==> config.mk <==
export PLATFORM = sky130hd
export DESIGN_NAME = iea_interrupt_entry_arbiter
export DESIGN_NICKNAME = d
export VERILOG_FILES = /design/src/iea_pkg.sv /design/src/iea_interrupt_entry_arbiter.sv /design/src/iea_req_arbiter.sv
export VERILOG_INCLUDE_DIRS = /design/src
export SDC_FILE = /design/constraint.sdc
export NUM_CORES = 1
export LEC_CHECK = 0
export ABC_CLOCK_PERIOD_IN_PS = 7700
export CAP_MARGIN = 5
export CELL_PAD_IN_SITES_DETAIL_PLACEMENT = 1
export CELL_PAD_IN_SITES_GLOBAL_PLACEMENT = 1
export CORE_MARGIN = 4
export CORE_UTILIZATION = 51
export DETAILED_ROUTE_END_ITERATION = 12
export DONT_BUFFER_PORTS = 1
export PLACE_DENSITY = 0.95
export SETUP_SLACK_MARGIN = 0.1
export SLEW_MARGIN = 30
export SYNTH_ARGS = -nofsm -noshare
export SYNTH_HDL_FRONTEND = slang
export SYNTH_SLANG_ARGS = --single-unit
==> constraint.sdc <==
create_clock -name i_sys_clk -period 7.7 [get_ports i_sys_clk]
set_clock_uncertainty 0.1 [all_clocks]
set_input_delay 0.77 -clock i_sys_clk [delete_from_list [all_inputs] [get_ports i_sys_clk]]
set_output_delay 0.77 -clock i_sys_clk [all_outputs]
set_load 0.005 [all_outputs]
==> src/iea_regs.svh <==
// constants for the interrupt entry arbiter
// assumes a byte-wide stack in memory that grows downward
`ifndef IEA_REGS_SVH
`define IEA_REGS_SVH

// number of peripheral request lines and width of the source code
`define IEA_NUM_SRC      8
`define IEA_CODE_W       4

// code of the software trap; hardware source i gets code i+1
`define IEA_TRAP_CODE    4'h0

// vector pair of code 0; each higher code sits two bytes lower
`define IEA_VEC_TOP      16'hfffc

// position of the mask flag inside the condition flags byte
`define IEA_CFR_MASK_BIT 3

// bytes in one stack frame (pcl, pch, x, a, flags)
`define IEA_FRAME_BYTES  16'h0005

// reset values
`define IEA_MASK_RST     1'b1
`define IEA_ADDR_RST     16'h0000
`define IEA_BYTE_RST     8'h00

`endif

==> src/iea_pkg.sv <==
// types shared by the interrupt entry arbiter files
// assumes nothing of its surroundings
package iea_pkg;

  // entry and return sequencer states
  typedef enum logic [3:0] {
    IEA_IDLE     = 4'b0000,
    IEA_PUSH_PCL = 4'b0001,
    IEA_PUSH_PCH = 4'b0010,
    IEA_PUSH_X   = 4'b0011,
    IEA_PUSH_A   = 4'b0100,
    IEA_PUSH_CFR = 4'b0101,
    IEA_VEC_HI   = 4'b0110,
    IEA_VEC_LO   = 4'b0111,
    IEA_VEC_DONE = 4'b1000,
    IEA_POP_CFR  = 4'b1001,
    IEA_POP_A    = 4'b1010,
    IEA_POP_X    = 4'b1011,
    IEA_POP_PCH  = 4'b1100,
    IEA_POP_PCL  = 4'b1101,
    IEA_POP_DONE = 4'b1110
  } iea_state_type;

endpackage

==> src/iea_interrupt_entry_arbiter.sv <==
// interrupt entry and return sequencer with request arbitration
// assumes the core stalls while o_busy is high, read data arrive one cycle after o_bus_rd,
// and i_trap_go, i_rfi_go and i_insn_done are one-cycle pulses at instruction boundaries
// Function
// RULE1 - on entry, push working registers to the stack before fetching the vector
// RULE2 - entry sets the global interrupt mask flag
// RULE3 - return instruction pulls the saved registers back from the stack
// RULE4 - module requests are latched; arbitration happens when processing starts
// RULE5 - arbitration yields a fixed code that selects the vector pair
// RULE6 - a latched winner is not displaced until serviced or mask cleared
// RULE7 - hardware requests are acted on only while the mask flag is clear
// RULE8 - the software trap always starts processing, ignoring the mask flag
// RULE9 - requests are examined only at instruction completion, never mid-instruction
// RULE10 - with several pending, the highest priority request is serviced first
// RULE11 - the high index byte is never pushed on entry
// RULE12 - push pcl, pch, x, a, flags descending, then read vector high, low
`timescale 1ns/1ps
`include "iea_regs.svh"

module iea_interrupt_entry_arbiter #(
  parameter int NUM_SRC = `IEA_NUM_SRC,
  parameter int CODE_W  = `IEA_CODE_W
) (
  // clock and reset
  input  wire logic                i_sys_clk,
  input  wire logic                i_rst_b,
  // peripheral requests, already gated by their own enables
  input  wire logic [NUM_SRC-1:0]  i_irq_req,
  // core instruction events
  input  wire logic                i_insn_done,
  input  wire logic                i_trap_go,
  input  wire logic                i_rfi_go,
  input  wire logic                i_mask_set,
  input  wire logic                i_mask_clr,
  // core register values
  input  wire logic [15:0]         i_ret_pc,
  input  wire logic [15:0]         i_sp,
  input  wire logic [7:0]          i_acc,
  input  wire logic [7:0]          i_idx_lo,
  input  wire logic [7:0]          i_cfr,
  // memory bus
  input  wire logic [7:0]          i_rd_data,
  output logic [15:0]              o_bus_addr,
  output logic [7:0]               o_bus_wdata,
  output logic                     o_bus_wr,
  output logic                     o_bus_rd,
  // results to the core
  output logic                     o_busy,
  output logic                     o_mask_flag,
  output logic [CODE_W-1:0]        o_vec_code,
  output logic                     o_entry_done,
  output logic                     o_return_done,
  output logic [15:0]              o_new_pc,
  output logic [15:0]              o_new_sp,
  output logic [7:0]               o_acc,
  output logic [7:0]               o_idx_lo,
  output logic [7:0]               o_cfr
);

  iea_pkg::iea_state_type state_reg, state_next;
  logic [15:0]       addr_reg, addr_next, sp_reg, sp_next, pc_reg, pc_next;
  logic [7:0]        wdata_reg, wdata_next, acc_reg, acc_next;
  logic [7:0]        idx_reg, idx_next, cfr_reg, cfr_next;
  logic              wr_reg, wr_next, rd_reg, rd_next, busy_reg, busy_next;
  logic              mask_reg, mask_next, trap_reg, trap_next;
  logic              edone_reg, edone_next, rdone_reg, rdone_next;
  logic [CODE_W-1:0] code_reg, code_next, sel_code;
  logic              arb_start, arb_done, arb_pend, arb_valid;
  logic [CODE_W-1:0] arb_code;
  logic [15:0]       vec_addr;

  // request latches and arbitration
  iea_req_arbiter #(
    .NUM_SRC (NUM_SRC),
    .CODE_W  (CODE_W)
  ) u_arb (
    .i_sys_clk   (i_sys_clk),
    .i_rst_b     (i_rst_b),
    .i_req       (i_irq_req),
    .i_start     (arb_start),
    .i_done      (arb_done),
    .i_unlock    (i_mask_clr),
    .o_any_pend  (arb_pend),
    .o_win_valid (arb_valid),
    .o_win_code  (arb_code)
  );

  // vector pair address from the selected code
  assign sel_code = trap_reg ? `IEA_TRAP_CODE : arb_code;   // see RULE5
  assign vec_addr = `IEA_VEC_TOP - {{(15 - CODE_W){1'b0}}, sel_code, 1'b0};

  // sequencer next values
  always_comb begin
    state_next = state_reg;
    addr_next  = addr_reg;
    wdata_next = `IEA_BYTE_RST;
    wr_next    = 1'b0;
    rd_next    = 1'b0;
    busy_next  = busy_reg;
    mask_next  = mask_reg;
    trap_next  = trap_reg;
    code_next  = code_reg;
    sp_next    = sp_reg;
    pc_next    = pc_reg;
    acc_next   = acc_reg;
    idx_next   = idx_reg;
    cfr_next   = cfr_reg;
    edone_next = 1'b0;
    rdone_next = 1'b0;
    arb_start  = 1'b0;
    arb_done   = 1'b0;
    if (i_mask_set) begin
      mask_next = 1'b1;
    end
    if (i_mask_clr) begin
      mask_next = 1'b0;
    end
    case (state_reg)
      iea_pkg::IEA_IDLE: begin
        if (i_trap_go || (i_insn_done && !i_rfi_go && !mask_reg && arb_pend)) begin   // see RULE7 RULE8 RULE9
          arb_start  = !i_trap_go;   // see RULE4
          trap_next  = i_trap_go;
          state_next = iea_pkg::IEA_PUSH_PCL;
          busy_next  = 1'b1;
          sp_next    = i_sp;
          pc_next    = i_ret_pc;
          acc_next   = i_acc;
          idx_next   = i_idx_lo;
          cfr_next   = i_cfr;
          cfr_next[`IEA_CFR_MASK_BIT] = mask_reg;
          addr_next  = i_sp;
          wdata_next = i_ret_pc[7:0];   // see RULE12
          wr_next    = 1'b1;
        end else if (i_rfi_go) begin
          state_next = iea_pkg::IEA_POP_CFR;
          busy_next  = 1'b1;
          sp_next    = i_sp;
          addr_next  = i_sp + 16'h0001;   // see RULE3
          rd_next    = 1'b1;
        end
      end
      iea_pkg::IEA_PUSH_PCL: begin
        state_next = iea_pkg::IEA_PUSH_PCH;
        addr_next  = sp_reg - 16'h0001;
        wdata_next = pc_reg[15:8];   // see RULE1
        wr_next    = 1'b1;
      end
      iea_pkg::IEA_PUSH_PCH: begin
        state_next = iea_pkg::IEA_PUSH_X;
        addr_next  = sp_reg - 16'h0002;
        wdata_next = idx_reg;   // low index byte only, see RULE11
        wr_next    = 1'b1;
      end
      iea_pkg::IEA_PUSH_X: begin
        state_next = iea_pkg::IEA_PUSH_A;
        addr_next  = sp_reg - 16'h0003;
        wdata_next = acc_reg;
        wr_next    = 1'b1;
      end
      iea_pkg::IEA_PUSH_A: begin
        state_next = iea_pkg::IEA_PUSH_CFR;
        addr_next  = sp_reg - 16'h0004;
        wdata_next = cfr_reg;   // see RULE12
        wr_next    = 1'b1;
      end
      iea_pkg::IEA_PUSH_CFR: begin
        state_next = iea_pkg::IEA_VEC_HI;
        mask_next  = 1'b1;   // see RULE2
        code_next  = sel_code;
        addr_next  = vec_addr;   // vector read only after the pushes, see RULE1
        rd_next    = 1'b1;
      end
      iea_pkg::IEA_VEC_HI: begin
        state_next = iea_pkg::IEA_VEC_LO;
        mask_next  = 1'b1;
        addr_next  = addr_reg + 16'h0001;
        rd_next    = 1'b1;
      end
      iea_pkg::IEA_VEC_LO: begin
        state_next = iea_pkg::IEA_VEC_DONE;
        mask_next  = 1'b1;
        pc_next    = {i_rd_data, pc_reg[7:0]};
      end
      iea_pkg::IEA_VEC_DONE: begin
        state_next = iea_pkg::IEA_IDLE;
        mask_next  = 1'b1;
        arb_done   = !trap_reg;   // see RULE6
        pc_next    = {pc_reg[15:8], i_rd_data};
        sp_next    = sp_reg - `IEA_FRAME_BYTES;
        busy_next  = 1'b0;
        edone_next = 1'b1;
      end
      iea_pkg::IEA_POP_CFR: begin
        state_next = iea_pkg::IEA_POP_A;
        addr_next  = sp_reg + 16'h0002;
        rd_next    = 1'b1;
      end
      iea_pkg::IEA_POP_A: begin
        state_next = iea_pkg::IEA_POP_X;
        cfr_next   = i_rd_data;
        addr_next  = sp_reg + 16'h0003;
        rd_next    = 1'b1;
      end
      iea_pkg::IEA_POP_X: begin
        state_next = iea_pkg::IEA_POP_PCH;
        acc_next   = i_rd_data;
        addr_next  = sp_reg + 16'h0004;
        rd_next    = 1'b1;
      end
      iea_pkg::IEA_POP_PCH: begin
        state_next = iea_pkg::IEA_POP_PCL;
        idx_next   = i_rd_data;
        addr_next  = sp_reg + 16'h0005;
        rd_next    = 1'b1;
      end
      iea_pkg::IEA_POP_PCL: begin
        state_next = iea_pkg::IEA_POP_DONE;
        pc_next    = {i_rd_data, pc_reg[7:0]};
      end
      iea_pkg::IEA_POP_DONE: begin
        state_next = iea_pkg::IEA_IDLE;
        pc_next    = {pc_reg[15:8], i_rd_data};
        sp_next    = sp_reg + `IEA_FRAME_BYTES;
        mask_next  = cfr_reg[`IEA_CFR_MASK_BIT];   // see RULE3
        busy_next  = 1'b0;
        rdone_next = 1'b1;
      end
      default: begin
        state_next = iea_pkg::IEA_IDLE;
        busy_next  = 1'b0;
      end
    endcase
  end

  // sequencer registers
  always_ff @(posedge i_sys_clk) begin
    if (!i_rst_b) begin
      state_reg <= iea_pkg::IEA_IDLE;
      addr_reg  <= `IEA_ADDR_RST;
      wdata_reg <= `IEA_BYTE_RST;
      wr_reg    <= 1'b0;
      rd_reg    <= 1'b0;
      busy_reg  <= 1'b0;
      mask_reg  <= `IEA_MASK_RST;
      trap_reg  <= 1'b0;
      code_reg  <= `IEA_TRAP_CODE;
      sp_reg    <= `IEA_ADDR_RST;
      pc_reg    <= `IEA_ADDR_RST;
      acc_reg   <= `IEA_BYTE_RST;
      idx_reg   <= `IEA_BYTE_RST;
      cfr_reg   <= `IEA_BYTE_RST;
      edone_reg <= 1'b0;
      rdone_reg <= 1'b0;
    end else begin
      state_reg <= state_next;
      addr_reg  <= addr_next;
      wdata_reg <= wdata_next;
      wr_reg    <= wr_next;
      rd_reg    <= rd_next;
      busy_reg  <= busy_next;
      mask_reg  <= mask_next;
      trap_reg  <= trap_next;
      code_reg  <= code_next;
      sp_reg    <= sp_next;
      pc_reg    <= pc_next;
      acc_reg   <= acc_next;
      idx_reg   <= idx_next;
      cfr_reg   <= cfr_next;
      edone_reg <= edone_next;
      rdone_reg <= rdone_next;
    end
  end

  // outputs straight from flip-flops
  assign o_bus_addr    = addr_reg;
  assign o_bus_wdata   = wdata_reg;
  assign o_bus_wr      = wr_reg;
  assign o_bus_rd      = rd_reg;
  assign o_busy        = busy_reg;
  assign o_mask_flag   = mask_reg;
  assign o_vec_code    = code_reg;
  assign o_entry_done  = edone_reg;
  assign o_return_done = rdone_reg;
  assign o_new_pc      = pc_reg;
  assign o_new_sp      = sp_reg;
  assign o_acc         = acc_reg;
  assign o_idx_lo      = idx_reg;
  assign o_cfr         = cfr_reg;
endmodule

==> src/iea_req_arbiter.sv <==
// request latches and fixed-priority arbiter with a winner lock
// assumes level requests synchronous to i_sys_clk; index 0 is highest priority
`timescale 1ns/1ps
`include "iea_regs.svh"

module iea_req_arbiter #(
  parameter int NUM_SRC = `IEA_NUM_SRC,
  parameter int CODE_W  = `IEA_CODE_W
) (
  // clock and reset
  input  wire logic                i_sys_clk,
  input  wire logic                i_rst_b,
  // peripheral requests
  input  wire logic [NUM_SRC-1:0]  i_req,
  // control from the sequencer
  input  wire logic                i_start,
  input  wire logic                i_done,
  input  wire logic                i_unlock,
  // arbitration result
  output logic                     o_any_pend,
  output logic                     o_win_valid,
  output logic [CODE_W-1:0]        o_win_code
);

  logic [NUM_SRC-1:0] pend_reg;
  logic [NUM_SRC-1:0] pend_next;
  logic [NUM_SRC-1:0] clr_vec;
  logic               lock_reg;
  logic               lock_next;
  logic [CODE_W-1:0]  code_reg;
  logic [CODE_W-1:0]  code_next;
  logic [CODE_W-1:0]  enc_code;

  // one latch per source; a new request wins over the service clear
  genvar gi;
  generate
    for (gi = 0; gi < NUM_SRC; gi++) begin : g_latch
      assign clr_vec[gi]   = i_done && lock_reg && (code_reg == CODE_W'(gi + 1));
      assign pend_next[gi] = i_req[gi] | (pend_reg[gi] & ~clr_vec[gi]);   // see RULE4
    end
  endgenerate

  // lowest index wins among latched requests
  always_comb begin
    enc_code = `IEA_TRAP_CODE;
    for (int i = NUM_SRC - 1; i >= 0; i--) begin
      if (pend_reg[i]) begin
        enc_code = CODE_W'(i + 1);   // see RULE10
      end
    end
  end

  // lock holds the winner until serviced or the mask is cleared
  always_comb begin
    lock_next = lock_reg;
    code_next = code_reg;
    if (i_done || i_unlock) begin
      lock_next = 1'b0;   // see RULE6
    end else if (i_start && !lock_reg && (pend_reg != '0)) begin
      lock_next = 1'b1;
      code_next = enc_code;   // see RULE5
    end
  end

  // registers
  always_ff @(posedge i_sys_clk) begin
    if (!i_rst_b) begin
      pend_reg <= '0;
      lock_reg <= 1'b0;
      code_reg <= `IEA_TRAP_CODE;
    end else begin
      pend_reg <= pend_next;
      lock_reg <= lock_next;
      code_reg <= code_next;
    end
  end

  assign o_any_pend  = (pend_reg != '0);
  assign o_win_valid = lock_reg;
  assign o_win_code  = code_reg;
endmodule

After elaboration in Yosys (flattened, before gate mapping)

Index checks and enable logic that the tools add are counted.

Mux-type cells: 44
Add/subtract/negate cells: 12
Order comparisons: 0
Equality and inequality tests: 24
Reduce and logical (&&, ||, !) cells: 48
Bitwise logic cells: 29
Div/mod/pow operators: 0
Multiply operators: 0
Shift-type cells: 0

Operator list:

| operator                                                              | number |
|---|---|
| 16-bit one-hot mux with 11 select lines                               | 1 |
| 16-bit one-hot mux with 3 select lines                                | 2 |
| 16-bit 2-to-1 mux                                                     | 5 |
| 4-bit one-hot mux with 13 select lines                                | 1 |
| 8-bit one-hot mux with 2 select lines                                 | 3 |
| 4-bit 2-to-1 mux                                                      | 11 |
| 8-bit one-hot mux with 5 select lines                                 | 1 |
| 16-bit by 1-bit adder with 16-bit output (second input constant)      | 2 |
| 16-bit by 2-bit adder with 16-bit output (second input constant)      | 2 |
| 16-bit by 3-bit adder with 16-bit output (second input constant)      | 2 |
| 4-bit by 3-bit == test with 1-bit output (second input constant)      | 8 |
| 4-bit == test (second input constant)                                 | 8 |
| 8-bit 2-to-1 mux                                                      | 4 |
| 16-bit by 2-bit subtractor with 16-bit output (second input constant) | 2 |
| 16-bit by 3-bit subtractor with 16-bit output (second input constant) | 2 |
| 4-bit by 2-bit == test with 1-bit output (second input constant)      | 4 |
| 2-bit AND reduction                                                   | 8 |
| 16-bit by 1-bit subtractor with 16-bit output (second input constant) | 1 |
| 1-bit logical AND                                                     | 14 |
| 1-bit inverter                                                        | 13 |
| 1-bit 2-to-1 mux                                                      | 12 |
| 12-bit OR reduction                                                   | 1 |
| 11-bit nonzero test                                                   | 1 |
| 2-bit nonzero test                                                    | 5 |
| 17 further kinds                                                      | 44 |

Bits in read-only memories: 0
Logic and storage cells: 177
Input port bits: 79
Memory bits (writable): 0
Bits in latches: 0
Memories: 0
Output and inout port bits: 90
Bits in registers: 108

Longest topological paths before layout

Word-level depth: 10
Gate-level depth with buffers: 15
Depth with buffers taken out: 13

Modules after synthesis

Synthesis repeated with hierarchy kept, for this count alone.

Cell total of the unflattened synthesis: 1128
Area total of the unflattened synthesis: 8478.1 µm²

Modules (own cells, without submodules):

| module                      | instances | seq. area each (µm²) | area an instance (µm²) | cells each |
|---|---|---|---|---|
| iea_interrupt_entry_arbiter | 1         | 1901.8               | 7883.8                 | 1059 |
| iea_req_arbiter             | 1         | 260.2                | 594.3                  | 69 |

Worst setup path before layout

Ideal clock, no wire load.

Kind: register to register
Start: reg state_reg[1]
End: reg addr_reg[14] (netlist: o_bus_addr[14])
Required time: 7.478 ns
Stages on the path, launching flop included: 16
Buffers on the path: 3
Arrival time: 3.760 ns
Clock period less this slack: 3.982 ns
Setup slack: 3.718 ns
Library setup time: 0.122 ns
Cells stage by stage: dfxtp_1 clkbuf_1 inv_1 nor2_1 nand3_1 clkbuf_1 clkbuf_1 ha_1 nor2b_1 o31a_1 o22a_1 a41o_1 o41ai_1 xnor2_1 a221oi_1 o21ai_1

Word-level cells in the longest chain between the ends: 3
Elaborated cells on any way between the ends: 15
Those cells by class: eq/ne (11); mux (1); reduce/logical (3)

RTL lines:

| item                                                                  | RTL line                           | RTL |
|---|---|---|
| start: declaration                                                    | iea_interrupt_entry_arbiter.sv:60  | `iea_pkg::iea_state_type state_reg, state_next;` |
| start signal: assignment                                              | iea_interrupt_entry_arbiter.sv:238 | `state_reg <= iea_pkg::IEA_IDLE;` |
| start signal: assignment                                              | iea_interrupt_entry_arbiter.sv:255 | `state_reg <= state_next;` |
| 4-bit == test (tied with other cells)                                 | iea_interrupt_entry_arbiter.sv:118 | `case (state_reg)` |
| 11-bit nonzero test (no line) / 3-bit != test (equally long branches) | n/a                                |  |
| 2-bit AND reduction (no line)                                         | n/a                                |  |
| end signal: assignment                                                | iea_interrupt_entry_arbiter.sv:239 | `` addr_reg <= `IEA_ADDR_RST; `` |
| end signal: assignment                                                | iea_interrupt_entry_arbiter.sv:256 | `addr_reg <= addr_next;` |
| end: declaration                                                      | iea_interrupt_entry_arbiter.sv:61  | `logic [15:0] addr_reg, addr_next, sp_reg, sp_next, pc_reg, pc_next;` |

Parallel ways exist; a longest one is shown, timed or not.
A chain may end at the register's enable or synchronous reset.

Final worst setup path

Start: reg state_reg[3]
End: reg addr_reg[14] (netlist: o_bus_addr[14])

Same word-level chain as after synthesis.

==> impl_metrics.yaml <==
status:
  status: "complete, no violations"
power_and_ir_drop:
  pwr-share-comb_pct: 54.7
  clkPwrFrac_pct: 16.2
  intPower_mw: 1.55
  swShare_pct: 50.0
  seqPwrFrac_pct: 29.1
  total_leakage_power_nw: 3.32
  p_switching_mw: 1.55
  fin_total_pwr_mw: 3.09
  powerDensity_nw_per_um2: 343
  ir_drop_uv: 195
place:
  dpl.hpwl_um: 25000
  io_buffers: 0
  place_ws_ps: 3310
  dp.cells: 1330
  place_area_um2: 8710
  gp_congestion: 0.939
synth:
  synth.avg_cell_area_um2: 7.34
  yosysWarnings: 0
  synth_edf_count: 0
  synth.distinct_cells: 75
  synth_nets: 1295
  seq_area_frac_synth_pct: 25.3
  ys.flop_type: "dfxtp_1"
  ys_seq_elements: 108
  netlist_area_um2: 8560
  synthCells: 1165
  async_reset_ff_share_pct: 0
hold_path:
  hold_class: "reg -> reg"
  hold_depth: 2
global_routing:
  grt_pass1_vias: 9783
  grt_max_degree: 85
  grt_remaining_overflow: 0
  grt_pass1_wl_um: 53800
  grt_usage_pct: 36.3
  antenna_found_initial: 0
critical_path:
  cp-start-kind: "flop"
  cp_data_arrival_time_ps: 4800
  cp-end-kind: "flop"
  worstPathRequired_ps: 7860
  worstRegToRegCells: 12
  path_max_fanout: 18
  worstSetupPathType: "reg -> reg"
cts:
  post_cts.repair.setup_buffers: 0
  holdBufCountCts: 0
  cts_root_buffer: "clkbuf_16"
  cts_buffers: 9
  clk_pin_slew_worst_paths_ps: 90
  clk-insertion-delay-late_ps: 380
  cts_resized: 0
  cts_sinks: 108
  tritoncts: "done"
  h-tree-depth: 3
  clockBufferDepth: 2
routing:
  drt-wirelength-per-cell_um: 26.4
  vias: 9761
  drtPass1Iterations: 5
  drc: 0
  wirelength_um: 35500
  avgViaCountPerCell: 7.25
  drt_iter0_drc: 952
  antenna_left: 0
die:
  row_count: 47
  dieArea_um2: 18900
  core-area_um2: 16500
  pin_count: 169
  start_util_pct: 51.8
  die_x_um: 138
  die_height_um: 138
sta:
  post-route-period-util_pct: 60.3
  period_needed_ps: 4640
  drv_slew: 0
  fmax_mhz: 215
  hold_slack_ps: 394
  worst_slack_ps: 3060
  setup_viol: 0
  tightest_slew_ps: 1030
  rsz0062_at_grt: "no"
  hold_viol_final: 0
  slew-limit-headroom_pct: 31.5
  tns_ps: 0
final_layout:
  final_cells: 1346
  multi_input_area_um2: 6030
  drive_above_1_share_pct: 4.88
  regArea_um2: 2160
  final_util_pct: 54.5
  n_antenna_cell: 0
  stdcell_area_um2: 9010
  nFillCells: 2113
  nets: 1251
  area_delta_synth_final_pct: 5.32
job:
  maxCapViolations: 0
-- layout make-up --
type                            count  area share (%)
Clock buffer                        9            2.50
Clock inverter                      7           0.889
Inverter                           32            1.33
Multi-Input combinational cell    954            66.9
Sequential cell                   108            24.0
Tap cell                          220            3.05
Timing Repair Buffer               16            1.33
-- path summary, 6_finish.rpt --
| check | startpoint | to | slack (ps) |
|---|---|---|---|
| setup / recovery | state_reg[3] | o_bus_addr[14] | 3060 |
| hold reg to reg | o_vec_code[3] | o_vec_code[3] | 390 |
| hold / removal | o_vec_code[3] | o_vec_code[3] | 390 |
| setup reg to reg | state_reg[3] | o_bus_addr[14] | 3060 |
-- Yosys cell counts, drive strengths merged (5+ instances only) --
library cell	n	area [µm²]
a221oi	15	131
nor3	27	156
nand2	153	574
a21o	9	67.6
a22oi	29	218
inv	32	120
nand3	47	240
and2	7	43.8
a311oi	32	280
o21bai	5	37.5
clkbuf	62	233
and3	8	50.1
o31a	5	43.8
xnor2	43	377
o21a	7	52.6
o221ai	8	70.1
dfxtp	108	2160
buf	9	42.5
a31oi	10	77.6
mux2i	13	130
o21ai	65	329
nor4	6	52.6
nand2b	9	56.3
or3	9	56.3
nor2b	15	93.8
xor2	34	298
o211ai	10	75.1
o22ai	10	62.6
a21oi	96	480
nand4	9	56.3
a211oi	24	185
ha	48	601
nor2	138	526
-- cell families after synthesis --
kind of cell,Yosys count,synth area share (%)
and+or+nand+nor,449,24.2
AOI/OAI and AO/OA,364,28.8
DFF,108,25.3
buffers and inverters,103,4.62
xor gates and xnor gates,77,7.88
adders and majority gates,51,7.72
muxes,13,1.52
-- cells in the final DEF (no fill, tap or decap), types with 9 or more instances in the layout --
master     instances
mux2i_1           13
ha_1              48
a21o_1             9
or3_1              9
o21ai_0           61
xnor2_1           43
o22ai_1           10
nand2b_1           9
a311oi_1          32
nor2b_1           15
o211ai_1          10
a31oi_1            9
nand4_1            9
nor2_1           134
a221oi_1          15
nor3_1            23
nand2_1          152
dfxtp_1          108
buf_4             16
xor2_1            34
a211oi_1          23
a21oi_1           94
nand3_1           46
a22oi_1           29
clkbuf_16          9
inv_1             31
-- power by group through the flow --
stage | Clock, mW | Combinational (mW) | Sequential (mW)
after floorplan | 0 | 1.24 | 0.804
after global placement | 0 | 1.53 | 0.896
after detailed placement | 0 | 1.61 | 0.904
after CTS | 0.504 | 1.64 | 0.892
after global routing | 0.527 | 1.82 | 0.915
final | 0.501 | 1.69 | 0.899
-- layer usage --
layer / track usage, % / share of wire (%) / vias to the layer above
li1: - / - / 4194
met3: 9.50 / 11 / 208
met2: 56.5 / 45 / 679
met1: 45.3 / 38 / 4680
met5: 0 / 0 / -
met4: 21.3 / 6.3 / 0
-- critical path, cell delays in order, from the launching register on --
cell and delay (ps):
dfxtp_1 370, nor2b_1 690, nand2_1 630, buf_4 410, ha_1 380, and3_1 190
a221oi_1 420, a21oi_1 170, a31oi_1 320, o21ai_0 280, a31oi_1 280, mux2i_1 200
o21ai_1 80
Note: power is estimated with default switching activity, not from simulation.
